**config.mk**
```make
export PLATFORM = sky130hd
export DESIGN_NAME = pio_ports
export DESIGN_NICKNAME = d
export VERILOG_FILES = /design/src/pio_pkg.sv /design/src/pio_ports.sv
export VERILOG_INCLUDE_DIRS = /design/src
export SDC_FILE = /design/constraint.sdc
export NUM_CORES = 1
export LEC_CHECK = 0
export ABC_AREA = 1
export BUFFER_PORTS_ARGS = -buffer_cell sky130_fd_sc_hd__buf_4
export CORE_MARGIN = 3
export CORE_UTILIZATION = 45
export CTS_BUF_LIST = sky130_fd_sc_hd__clkbuf_8
export DETAILED_ROUTE_END_ITERATION = 16
export GPL_TIMING_DRIVEN = 0
export PLACE_DENSITY = 0.76
export SKIP_CTS_REPAIR_TIMING = 1
export SLEW_MARGIN = 10
export SYNTH_ARGS = -nofsm -noshare
export SYNTH_HDL_FRONTEND = slang
export SYNTH_SLANG_ARGS = --single-unit
```
**constraint.sdc**
```tcl
create_clock -name pclk -period 1.75 [get_ports pclk]
set_clock_uncertainty 0.2 [all_clocks]
set_input_delay 0.0875 -clock pclk [delete_from_list [all_inputs] [get_ports pclk]]
set_output_delay 0.0875 -clock pclk [all_outputs]
set_load 0.01 [all_outputs]
```
**src/pio_consts.svh**
```systemverilog
// Constants for the push-pull, open-drain and analog-shared port block
//
// Contract
// RL1: Standby float with select set blocks analog port inputs and floats its pins.
// RL2: Push-pull direction bit 1 makes output, 0 input; reads back the direction.
// RL3: Bit n of push-pull data and direction registers controls pin n.
// RL4: Normal push-pull data read returns live pin levels, latch for outputs.
// RL5: Bit set and bit clear act on the latch, other bits unchanged.
// RL6: Push-pull data write loads latch; output pins drive it at once.
// RL7: Data write to input pins only updates latch; driver stays off.
// RL8: Enabled timer output drives its shared pin, bits 0 and 3, overriding port.
// RL9: Reading data while timer drives a pin returns the timer output value.
// RL10: Reset clears push-pull direction to zero; data latch is not reset.
// RL11: Software writes latch data first, then sets the direction bit.
// RL12: Standby float with select set floats push-pull pins and blocks inputs.
// RL13: Timer-output pins 0 and 3 are never floated by standby select.
// RL14: Open-drain port has six pins on bits 0 to 5; bits 6, 7 unimplemented.
// RL15: Open-drain data 1 releases the pin, 0 pulls it low.
// RL16: Software selects port function in bridge select registers before use.
// RL17: Reset sets every open-drain latch bit to 1, all drivers off.
// RL18: Enabled serial output controls the open-drain pin; latch has no effect.
// RL19: Standby float with select set turns open-drain drivers off, inputs fixed.
// RL20: Blocked inputs feed a constant level inward; normal pins resume afterwards.
`ifndef PIO_CONSTS_SVH
`define PIO_CONSTS_SVH
// Register indices, byte address is four times the index
`define PIO_IDX_PP_DATA 10'h004
`define PIO_IDX_PP_DIR 10'h006
`define PIO_IDX_OD_DATA 10'h020
`define PIO_IDX_PP_BSET 10'h008
`define PIO_IDX_PP_BCLR 10'h009
`define PIO_IDX_OD_BSET 10'h022
`define PIO_IDX_OD_BCLR 10'h023
`define PIO_IDX_AN_DATA 10'h030
`define PIO_IDX_AN_DIR 10'h031
`define PIO_IDX_STBY 10'h032
// Reset values and field positions
`define PIO_PP_DIR_RST 8'h00
`define PIO_AN_DIR_RST 8'h00
`define PIO_OD_DATA_RST 6'h3f
`define PIO_STBY_MODE_BIT 0
`define PIO_STBY_SPL_BIT 1
`define PIO_TMR0_PIN 3'h0
`define PIO_TMR1_PIN 3'h3
`define PIO_PP_NOFLOAT_MASK 8'h09
`define PIO_IN_FIXED 1'b0
`endif

```
**src/pio_pkg.sv**
```systemverilog
// Types shared by the port block
`default_nettype none
package pio_pkg;
   // One-hot APB slave phase
   typedef enum logic [1:0] {
      PIO_BUS_IDLE = 2'b01,
      PIO_BUS_ACC = 2'b10
   } pio_bus_e;
   // Standby control state
   typedef struct packed {
      logic float_act;
      logic standby_pin_float_select;
      logic mode;
   } pio_stby_s;
endpackage
`default_nettype wire

```
**src/pio_ports.sv**
```systemverilog
// Push-pull, open-drain and analog-shared port logic with an APB register slave
//
// Decided for this implementation: register access over APB.
`include "pio_consts.svh"
`default_nettype none
module pio_ports #(
   parameter int ADDR_W = 12,
   parameter int PP_W = 8,
   parameter int OD_W = 6,
   parameter int AN_W = 8
) (
   input wire logic pclk,
   input wire logic presetn,
   input wire logic psel,
   input wire logic penable,
   input wire logic pwrite,
   input wire logic [ADDR_W-1:0] paddr,
   input wire logic [31:0] pwdata,
   output logic [31:0] prdata,
   output logic pready,
   output logic pslverr,
   input wire logic [PP_W-1:0] pp_pin_i,
   output logic [PP_W-1:0] pp_pin_o,
   output logic [PP_W-1:0] pp_pin_oe,
   input wire logic [OD_W-1:0] od_pin_i,
   output logic [OD_W-1:0] od_pin_o,
   output logic [OD_W-1:0] od_pin_oe,
   input wire logic [AN_W-1:0] an_pin_i,
   output logic [AN_W-1:0] an_pin_o,
   output logic [AN_W-1:0] an_pin_oe,
   input wire logic [1:0] timer_en,
   input wire logic [1:0] timer_out,
   input wire logic [OD_W-1:0] serial_oe,
   input wire logic [OD_W-1:0] serial_out,
   output logic [PP_W-1:0] pp_in,
   output logic [OD_W-1:0] od_in,
   output logic [AN_W-1:0] an_in
);

   // ==========================================================
   // Declarations
   pio_pkg::pio_bus_e bus_q;
   logic pready_q;
   logic pslverr_q;
   logic [31:0] prdata_q;
   logic [9:0] idx;
   logic hit;
   logic wr_ok;
   logic [7:0] rd_val;
   logic [PP_W-1:0] pp_lat;
   logic [PP_W-1:0] pp_dir_q;
   logic [OD_W-1:0] od_lat_q;
   logic [AN_W-1:0] an_lat;
   logic [AN_W-1:0] an_dir_q;
   pio_pkg::pio_stby_s stby_q;
   logic [PP_W-1:0] pp_tmr_en;
   logic [PP_W-1:0] pp_tmr_val;
   logic [PP_W-1:0] pp_flt;
   logic [PP_W-1:0] pp_oe_d;
   logic [PP_W-1:0] pp_o_d;
   logic [PP_W-1:0] pp_lvl;
   logic [PP_W-1:0] pp_in_d;
   logic [OD_W-1:0] od_oe_d;
   logic [OD_W-1:0] od_lvl;
   logic [OD_W-1:0] od_in_d;
   logic [AN_W-1:0] an_oe_d;
   logic [AN_W-1:0] an_o_d;
   logic [AN_W-1:0] an_lvl;
   logic [AN_W-1:0] an_in_d;
   logic [PP_W-1:0] pp_nofloat;

   assign pp_nofloat = `PIO_PP_NOFLOAT_MASK;

   // ==========================================================
   // APB slave
   // Word index of the access
   assign idx = paddr[11:2];

   // Address decode
   always_comb
   begin
      unique case (idx)
         `PIO_IDX_PP_DATA, `PIO_IDX_PP_DIR, `PIO_IDX_OD_DATA,
         `PIO_IDX_PP_BSET, `PIO_IDX_PP_BCLR, `PIO_IDX_OD_BSET,
         `PIO_IDX_OD_BCLR, `PIO_IDX_AN_DATA, `PIO_IDX_AN_DIR,
         `PIO_IDX_STBY: hit = 1'b1;
         default: hit = 1'b0;
      endcase
   end

   // Write takes effect at the completing access edge
   assign wr_ok = psel && penable && pready_q && pwrite && !pslverr_q;

   // One wait-free answer: pready high in the access cycle
   always_ff @(posedge pclk or negedge presetn)
   begin
      if (!presetn)
      begin
         bus_q <= pio_pkg::PIO_BUS_IDLE;
         pready_q <= 1'b0;
         pslverr_q <= 1'b0;
      end
      else
      begin
         unique case (bus_q)
            pio_pkg::PIO_BUS_IDLE:
            begin
               if (psel && !penable)
               begin
                  bus_q <= pio_pkg::PIO_BUS_ACC;
                  pready_q <= 1'b1;
                  pslverr_q <= !hit;
               end
            end
            pio_pkg::PIO_BUS_ACC:
            begin
               bus_q <= pio_pkg::PIO_BUS_IDLE;
               pready_q <= 1'b0;
               pslverr_q <= 1'b0;
            end
         endcase
      end
   end

   // Read value of each register
   always_comb
   begin
      rd_val = 8'h00;
      unique case (idx)
         `PIO_IDX_PP_DATA: rd_val = pp_lvl; // RL4 RL9
         `PIO_IDX_PP_DIR: rd_val = pp_dir_q; // RL2
         `PIO_IDX_OD_DATA: rd_val = {2'h0, od_lvl}; // RL14
         `PIO_IDX_AN_DATA: rd_val = an_lvl;
         `PIO_IDX_AN_DIR: rd_val = an_dir_q;
         `PIO_IDX_STBY: rd_val = {5'h00, stby_q.float_act, stby_q.standby_pin_float_select, stby_q.mode};
         default: rd_val = 8'h00;
      endcase
   end

   // Read data captured in the setup cycle
   always_ff @(posedge pclk or negedge presetn)
   begin
      if (!presetn)
         prdata_q <= 32'h0000_0000;
      else if (psel && !penable && !pwrite && bus_q == pio_pkg::PIO_BUS_IDLE)
         prdata_q <= {24'h00_0000, rd_val};
   end

   assign prdata = prdata_q;
   assign pready = pready_q;
   assign pslverr = pslverr_q;

   // ==========================================================
   // Registers
   // Push-pull latch, not reset
   always_ff @(posedge pclk)
   begin
      if (wr_ok && idx == `PIO_IDX_PP_DATA)
         pp_lat <= pwdata[PP_W-1:0]; // RL6 RL7 RL3
      else if (wr_ok && idx == `PIO_IDX_PP_BSET)
         pp_lat <= pp_lat | pwdata[PP_W-1:0]; // RL5
      else if (wr_ok && idx == `PIO_IDX_PP_BCLR)
         pp_lat <= pp_lat & ~pwdata[PP_W-1:0]; // RL5
   end

   // Push-pull direction
   always_ff @(posedge pclk or negedge presetn)
   begin
      if (!presetn)
         pp_dir_q <= `PIO_PP_DIR_RST; // RL10
      else if (wr_ok && idx == `PIO_IDX_PP_DIR)
         pp_dir_q <= pwdata[PP_W-1:0]; // RL2
   end

   // Open-drain latch, all released at reset
   always_ff @(posedge pclk or negedge presetn)
   begin
      if (!presetn)
         od_lat_q <= `PIO_OD_DATA_RST; // RL17
      else if (wr_ok && idx == `PIO_IDX_OD_DATA)
         od_lat_q <= pwdata[OD_W-1:0]; // RL15
      else if (wr_ok && idx == `PIO_IDX_OD_BSET)
         od_lat_q <= od_lat_q | pwdata[OD_W-1:0]; // RL5
      else if (wr_ok && idx == `PIO_IDX_OD_BCLR)
         od_lat_q <= od_lat_q & ~pwdata[OD_W-1:0]; // RL5
   end

   // Analog-shared port latch, not reset
   always_ff @(posedge pclk)
   begin
      if (wr_ok && idx == `PIO_IDX_AN_DATA)
         an_lat <= pwdata[AN_W-1:0];
   end

   // Analog-shared port direction
   always_ff @(posedge pclk or negedge presetn)
   begin
      if (!presetn)
         an_dir_q <= `PIO_AN_DIR_RST;
      else if (wr_ok && idx == `PIO_IDX_AN_DIR)
         an_dir_q <= pwdata[AN_W-1:0];
   end

   // Standby control; float select is sampled on entry only
   always_ff @(posedge pclk or negedge presetn)
   begin
      if (!presetn)
         stby_q <= '0;
      else if (wr_ok && idx == `PIO_IDX_STBY)
      begin
         stby_q.mode <= pwdata[`PIO_STBY_MODE_BIT];
         stby_q.standby_pin_float_select <= pwdata[`PIO_STBY_SPL_BIT];
         if (!pwdata[`PIO_STBY_MODE_BIT])
            stby_q.float_act <= 1'b0; // RL20
         else if (!stby_q.mode)
            stby_q.float_act <= pwdata[`PIO_STBY_SPL_BIT]; // RL1 RL12 RL19
      end
   end

   // ==========================================================
   // Pin logic
   // Timer outputs mapped onto their shared pins
   always_comb
   begin
      pp_tmr_en = '0;
      pp_tmr_val = '0;
      pp_tmr_en[`PIO_TMR0_PIN] = timer_en[0]; // RL8
      pp_tmr_val[`PIO_TMR0_PIN] = timer_out[0];
      pp_tmr_en[`PIO_TMR1_PIN] = timer_en[1]; // RL8
      pp_tmr_val[`PIO_TMR1_PIN] = timer_out[1];
   end

   // Standby float, timer pins excluded
   assign pp_flt = {PP_W{stby_q.float_act}} & ~pp_nofloat; // RL13

   // Push-pull per pin
   genvar gi;
   generate
      for (gi = 0; gi < PP_W; gi++)
      begin : g_pp
         assign pp_oe_d[gi] = pp_tmr_en[gi] | (pp_dir_q[gi] & !pp_flt[gi]); // RL2 RL8 RL12
         assign pp_o_d[gi] = pp_tmr_en[gi] ? pp_tmr_val[gi] :
                             (pp_oe_d[gi] ? pp_lat[gi] : 1'b0); // RL6 RL7
         assign pp_in_d[gi] = pp_flt[gi] ? `PIO_IN_FIXED : pp_pin_i[gi]; // RL20
         assign pp_lvl[gi] = pp_tmr_en[gi] ? pp_tmr_val[gi] :
                             (pp_flt[gi] ? `PIO_IN_FIXED :
                             (pp_dir_q[gi] ? pp_lat[gi] : pp_pin_i[gi])); // RL4 RL9
      end
   endgenerate

   // Open-drain per pin: driver on means pin pulled low
   generate
      for (gi = 0; gi < OD_W; gi++)
      begin : g_od
         assign od_oe_d[gi] = !stby_q.float_act &&
                              (serial_oe[gi] ? !serial_out[gi] : !od_lat_q[gi]); // RL15 RL18 RL19
         assign od_in_d[gi] = stby_q.float_act ? `PIO_IN_FIXED : od_pin_i[gi]; // RL19 RL20
         assign od_lvl[gi] = od_in_d[gi];
      end
   endgenerate

   // Analog-shared port per pin
   generate
      for (gi = 0; gi < AN_W; gi++)
      begin : g_an
         assign an_oe_d[gi] = an_dir_q[gi] & !stby_q.float_act; // RL1
         assign an_o_d[gi] = an_oe_d[gi] ? an_lat[gi] : 1'b0;
         assign an_in_d[gi] = stby_q.float_act ? `PIO_IN_FIXED : an_pin_i[gi]; // RL1 RL20
         assign an_lvl[gi] = stby_q.float_act ? `PIO_IN_FIXED :
                             (an_dir_q[gi] ? an_lat[gi] : an_pin_i[gi]);
      end
   endgenerate

   // Registered pin drivers and inward levels
   always_ff @(posedge pclk or negedge presetn)
   begin
      if (!presetn)
      begin
         pp_pin_o <= '0;
         pp_pin_oe <= '0; // RL10
         od_pin_o <= '0;
         od_pin_oe <= '0; // RL17
         an_pin_o <= '0;
         an_pin_oe <= '0;
         pp_in <= '0;
         od_in <= '0;
         an_in <= '0;
      end
      else
      begin
         pp_pin_o <= pp_o_d;
         pp_pin_oe <= pp_oe_d;
         od_pin_o <= '0;
         od_pin_oe <= od_oe_d;
         an_pin_o <= an_o_d;
         an_pin_oe <= an_oe_d;
         pp_in <= pp_in_d;
         od_in <= od_in_d;
         an_in <= an_in_d;
      end
   end
endmodule // pio_ports
`default_nettype wire

```
==> flow_metrics.env, run 1 <==
export IMPL_outcome="finished, violations left"
export IMPL_violations="negative hold slack"
export IMPL_ys_top_cells_by_area="dfrtp_1, edfxtp_1, nand2_1"
export IMPL_rsz0062_at_grt="true"
export IMPL_regArea_mm2=0.00289
export IMPL_cts_root_buffer="clkbuf_8"
export IMPL_fin_hold_ws_ns=-0.00752
export IMPL_wl_per_cell_um=14.3
export IMPL_ys_types=32
export IMPL_grt_overflow=0
export IMPL_cp_num_buf_inv=0
export IMPL_worst_slew_pin_slew_ns=0.869
export IMPL_portBuffers=130
export IMPL_cts_inserted_buffers=9
export IMPL_fill_cells=905
export IMPL_final_common_cell="buf_4"
export IMPL_setup_violations_final=0
export IMPL_path_class="flip-flop to flip-flop"
export IMPL_grt_util_all_layers_pct=20.6
export IMPL_die_height_um=113
export IMPL_h_tree_depth=3
export IMPL_hold_viol_final=1
export IMPL_critPathSlowestCell="dfrtp_1"
export IMPL_total_leakage_power_nw=3.94
export IMPL_synth_area_mm2=0.00519
export IMPL_cp_end_kind="flip-flop"
export IMPL_final_nets=901
export IMPL_clk_latency_ns=0.38
export IMPL_drc=0
export IMPL_period_share_pct=95.8
export IMPL_fp_coreArea_mm2=0.0111
export IMPL_ant_nets=0
export IMPL_synthFlopType="dfrtp_1"
export IMPL_ys_async_sr_fraction_pct=85.7
export IMPL_dp_cells=884
export IMPL_grt_antenna_before_repair=0
export IMPL_critPathMaxStageDelay_ns=0.42
export IMPL_via_count=4479
export IMPL_clk_pin_slew_ns=0.11
export IMPL_setup_tns_ns=0
export IMPL_start_util_pct=46.9
export IMPL_multi_input_area_mm2=0.00178
export IMPL_relSlewSlack_pct=42.1
export IMPL_grt_pass1_wl_um=20500
export IMPL_yosysSeqAreaShare_pct=55.7
export IMPL_critPathLaunchType="flip-flop"
export IMPL_final_cells=959
export IMPL_cts_tree="yes"
export IMPL_grt_max_degree=97
export IMPL_netlist_area_leader_share_pct=42.9
export IMPL_dpl_hpwl_um=9810
export IMPL_routed_wl_um=13700
export IMPL_worstPathCellList="nor2_2 > nand3_4 > nor2_2"
export IMPL_viasPerCell=4.67
export IMPL_rrSetupSlack_ns=0.07
export IMPL_drive_above_1_share_pct=30.4
export IMPL_cts_sinks=112
export IMPL_slew_viol_final=0
export IMPL_fin_crit_ns=1.68
export IMPL_ys_ff_latch=112
export IMPL_synth_edf_count=16
export IMPL_pin_count=187
export IMPL_layout_common_cells="buf_4, nand2_1, dfrtp_1"
export IMPL_crit_fanout=8
export IMPL_area_delta_synth_final_pct=40.4
export IMPL_firstDrtPassIters=4
export IMPL_syn_avg_cell_area_um2=8.88
export IMPL_power_density_mw_per_mm2=766
export IMPL_arrival_ns=1.51
export IMPL_n_antenna_cell=0
export IMPL_cp_required_ns=1.59
export IMPL_drt_first_iter_violations=440
export IMPL_netlist_instances=585
export IMPL_grt_pass1_vias=4275
export IMPL_crit_family="simple AND/OR/NAND/NOR gates"
export IMPL_yosys_warnings=0
export IMPL_hold_class="input port to flip-flop"
export IMPL_row_count=38
export IMPL_critPathMostFrequentCell="nor2_2"
export IMPL_dieArea_mm2=0.0129
export IMPL_max_freq_mhz=596
export IMPL_gp_congestion=0.887
export IMPL_maxCapViolations=0
export IMPL_peakVddDrop_uv=545
export IMPL_clock_path_buffers=2
export IMPL_synth_top_cell_by_area="dfrtp_1"
export IMPL_dieWidth_um=113
tightest hold or removal path, delay by kind of cell:
kind	cells	cell delay, ns
AOI/OAI and AO/OA	1	0.07
buffers and inverters	2	0.27
and+or+nand+nor	2	0.12
stage by stage:
step / setup WS [ns] / power (mW) / utilization (%) / instance area (µm²)
finish: 0.0734 / 5.58 / 65.8 / 7290
global route: -0.0139 / 5.84 / 65.8 / 7290
CTS: -0.243 / 5.49 / 60.1 / 6660
detailed placement: -0.279 / 3.91 / 58.2 / 6450
global placement: -0.302 / 3.88 / 58.2 / 6450
floorplan: 0.0664 / 3.39 / - / 5300
power breakdown:
group,internal (mW),switching (mW)
combinational,0.525,0.535
clock,0.704,0.899
sequential,2.81,0.111
logic make-up (layout without fill, tap and decap cells):
kind of cell,count (synthesis),in the layout,synth area share [%]
buffers and inverters,134,339,12.6
other,1,30,0.0722
AO/OA/AOI/OAI,52,52,6.65
flip-flops,112,112,55.7
AND/OR/NAND/NOR,286,286,25.0
area by class of cell:
class	instances	share of cell area (%)
Timing Repair Buffer	188	21.3
Buffer	41	4.50
Timing Repair inverter	1	0.0687
Tap cell	140	2.40
Sequential cell	112	39.7
Multi-Input combinational cell	368	24.4
Inverter	93	4.87
Clock buffer	10	1.89
Clock inverter	6	0.910
path summary, 6_finish.rpt:
path                                start          end  depth (start not counted)
worst max-delay path              pslverr    an_lat[7]                          3
worst min-delay path            paddr[10]    prdata[7]                          5
worst max register to register    pslverr    an_lat[7]                          3
worst min register to register  flip-flop  pp_pin_o[5]                          2
max in group asynchronous         presetn  pp_dir_q[4]                          2
min in group asynchronous         presetn  an_pin_o[5]                          2
cell usage after synthesis (7+ instances only):
library cell,n
a21oi_1,16
buf_4,32
dfrtp_1,89
dfstp_2,7
edfxtp_1,16
inv_1,86
nand2_1,126
nand3_1,46
nor2_1,86
o21ai_0,9
o21ai_2,15
per-layer routing:
layer | GRT usage, % | vias to the layer above | part of all wire, %
li1 | - | 2206 | -
met1 | 26.3 | 2089 | 39
met2 | 34.3 | 166 | 51
met3 | 4.88 | 18 | 8.3
met4 | 7.45 | 0 | 1.5
met5 | 0 | - | 0
No activity file was read; power rests on OpenSTA's default activity.
==> inputs of run 2 (changes only) <==
Settings changed: ABC_AREA 1 to not set, PLACE_DENSITY 0.76 to 0.74.
Clock period 1.75 ns to 2.15 ns, I/O delays scaled along.
==> run 2 against run 1 <==
Against the previous run:
- the flow finishes with violations (negative hold slack, negative setup slack)
- core utilization up 1.7 points
- worst setup slack worse by 0.16 ns
- cell count down 20%
- cell area down 3.6%
- critical endpoint is now an_lat[4]
- largest power group unchanged
- highest routed layer unchanged
==> flow_metrics.env, run 2 <==
export IMPL_dpl_hpwl_um=8960
export IMPL_rsz0062_at_grt="true"
export IMPL_final_common_cell="buf_4"
export IMPL_firstDrtPassIters=4
export IMPL_cp_num_buf_inv=2
export IMPL_clk_pin_slew_ns=0.10
export IMPL_fin_crit_ns=2.23
export IMPL_layout_common_cells="buf_4, dfrtp_1, dlygate4sd3_1"
export IMPL_area_delta_synth_final_pct=44.0
export IMPL_ys_top_cells_by_area="dfrtp_1, edfxtp_1, nor2b_1"
export IMPL_grt_util_all_layers_pct=20.1
export IMPL_hold_viol_final=2
export IMPL_grt_overflow=0
export IMPL_h_tree_depth=3
export IMPL_power_density_mw_per_mm2=627
export IMPL_synth_top_cell_by_area="dfrtp_1"
export IMPL_drive_above_1_share_pct=36.0
export IMPL_n_antenna_cell=0
export IMPL_grt_antenna_before_repair=0
export IMPL_ys_ff_latch=112
export IMPL_pin_count=187
export IMPL_grt_max_degree=97
export IMPL_cts_sinks=112
export IMPL_synth_area_mm2=0.00488
export IMPL_routed_wl_um=12900
export IMPL_wl_per_cell_um=16.9
export IMPL_netlist_instances=402
export IMPL_cts_inserted_buffers=9
export IMPL_outcome="finished, violations left"
export IMPL_critPathSlowestCell="or4_4"
export IMPL_grt_pass1_wl_um=18300
export IMPL_start_util_pct=46.8
export IMPL_wl_met2_um=6390
export IMPL_yosysSeqAreaShare_pct=59.3
export IMPL_row_count=37
export IMPL_place_ws_ns=-0.473
export IMPL_crit_fanout=8
export IMPL_cp_num_cells=6
export IMPL_critPathLaunchType="flip-flop"
export IMPL_worstHoldPathCells=5
export IMPL_final_nets=712
export IMPL_setup_violations_final=16
export IMPL_via_count=3837
export IMPL_synthFlopType="dfrtp_1"
export IMPL_synth_edf_count=16
export IMPL_grt_pass1_vias=3576
export IMPL_fp_coreArea_mm2=0.0104
export IMPL_fill_cells=775
export IMPL_final_setup_worst_slack_ns=-0.0824
export IMPL_ant_nets=0
export IMPL_wl_met1_um=5350
export IMPL_cts_root_buffer="clkbuf_8"
export IMPL_dieWidth_um=110
export IMPL_crit_family="simple AND/OR/NAND/NOR gates"
export IMPL_synthMostInstantiatedCell="dfrtp_1"
export IMPL_slew_viol_final=0
export IMPL_cts_tree="yes"
export IMPL_drc=0
export IMPL_die_height_um=110
export IMPL_netlist_area_leader_share_pct=45.7
export IMPL_path_class="flip-flop to flip-flop"
export IMPL_worst_slew_pin_slew_ns=0.913
export IMPL_fin_hold_ws_ns=-0.0107
export IMPL_hold_class="input port to flip-flop"
export IMPL_peakVddDrop_uv=418
export IMPL_drt_first_iter_violations=196
export IMPL_wl_met3_um=1080
export IMPL_ys_async_sr_fraction_pct=85.7
export IMPL_worstPathCellList="nand4_1 > or4_4 > or2_4 > buf_6 > nor3_4 > buf_12"
export IMPL_cp_required_ns=2.05
export IMPL_violations="negative hold slack, negative setup slack"
export IMPL_relSlewSlack_pct=38.9
export IMPL_viasPerCell=5.01
export IMPL_top_layer_used="met4"
export IMPL_syn_avg_cell_area_um2=12.1
export IMPL_total_leakage_power_nw=3.34
export IMPL_yosys_warnings=0
export IMPL_dieArea_mm2=0.0121
export IMPL_gp_congestion=0.845
export IMPL_rr_worst_depth=6
export IMPL_critPathMaxStageDelay_ns=0.48
export IMPL_cp_end_kind="flip-flop"
export IMPL_synth_common_cells="dfrtp_1, nor2b_1, buf_4, and2_1, nor2_1"
export IMPL_ys_types=52
export IMPL_portBuffers=128
export IMPL_clk_latency_ns=0.38
export IMPL_period_share_pct=104
export IMPL_clock_path_buffers=2
export IMPL_fin_total_pwr_mw=4.40
export IMPL_arrival_ns=2.13
export IMPL_maxCapViolations=0
export IMPL_max_freq_mhz=448
## run 2: cell count changes in the layout (fill, tap and decap cells not counted), sizes merged, moves of 15 or more
cell / delta
and2: +21
inv: -83
mux2: +18
nand2: -122
nand3: -46
nor2: -79
nor2b: +49
o21ai: -15
## run 2: cells by family after synthesis
logic type | synth area share, %
DFF | 59.3
AOI/OAI and AO/OA | 12.3
other | 0.0769
muxes | 4.77
xor gates and xnor gates | 0.180
and+or+nand+nor | 17.2
buffers and inverters | 6.21
## run 2: worst register-to-register path, cell delays in order (launching register included)
cell and delay (ns):
dfrtp_1 0.39, nand4_1 0.13, or4_4 0.48, or2_4 0.28, buf_6 0.13, nor3_4 0.19
buf_12 0.16
## run 2: cell type report
class	instances	area (µm²)	share of cell area, %
sequential	112	2890	41.2
multi-input combinational	269	1870	26.6
timing repair buffer	184	1540	21.9
buffer	42	288	4.10
tap	136	170	2.42
clock buffer	9	124	1.76
clock inverter	7	114	1.62
inverter	7	26.3	0.374
## run 2: worst paths after layout
kind,startpoint,to,slack [ns]
worst max-delay path,bus_q[1],an_lat[4],-0.08
worst min-delay path,paddr[10],prdata[2],-0.01
worst max register to register,bus_q[1],an_lat[4],-0.08
worst min register to register,an_lat[6],an_pin_o[6],0.29
max in group asynchronous,presetn,od_pin_oe[3],1.00
min in group asynchronous,presetn,pp_pin_o[4],0.17
## run 2: stage by stage
step	utilization, %	cell area, µm²	instances	TNS, ns
2_1_floorplan	-	5000	431	-0.244
5_1_grt	67.5	7030	766	-2.62
4_1_cts	61.1	6370	711	-9.31
3_5_place_dp	58.8	6130	695	-16.55
6_report	67.5	7030	766	-0.721
3_3_place_gp	58.8	6130	695	-13.26
## run 2: power breakdown
| part | internal, mW | switching (mW) | leakage (nW) |
|---|---|---|---|
| Clock | 0.683 | 0.761 | 0.119 |
| Combinational | 0.346 | 0.318 | 1.77 |
| Sequential | 2.24 | 0.0621 | 1.45 |
## run 2: routing by layer
metal	up-vias	GRT usage (%)
met1	1845	26.5
met3	11	5.53
met4	0	4.93
met5	-	0
met2	180	33.2
li1	1801	-
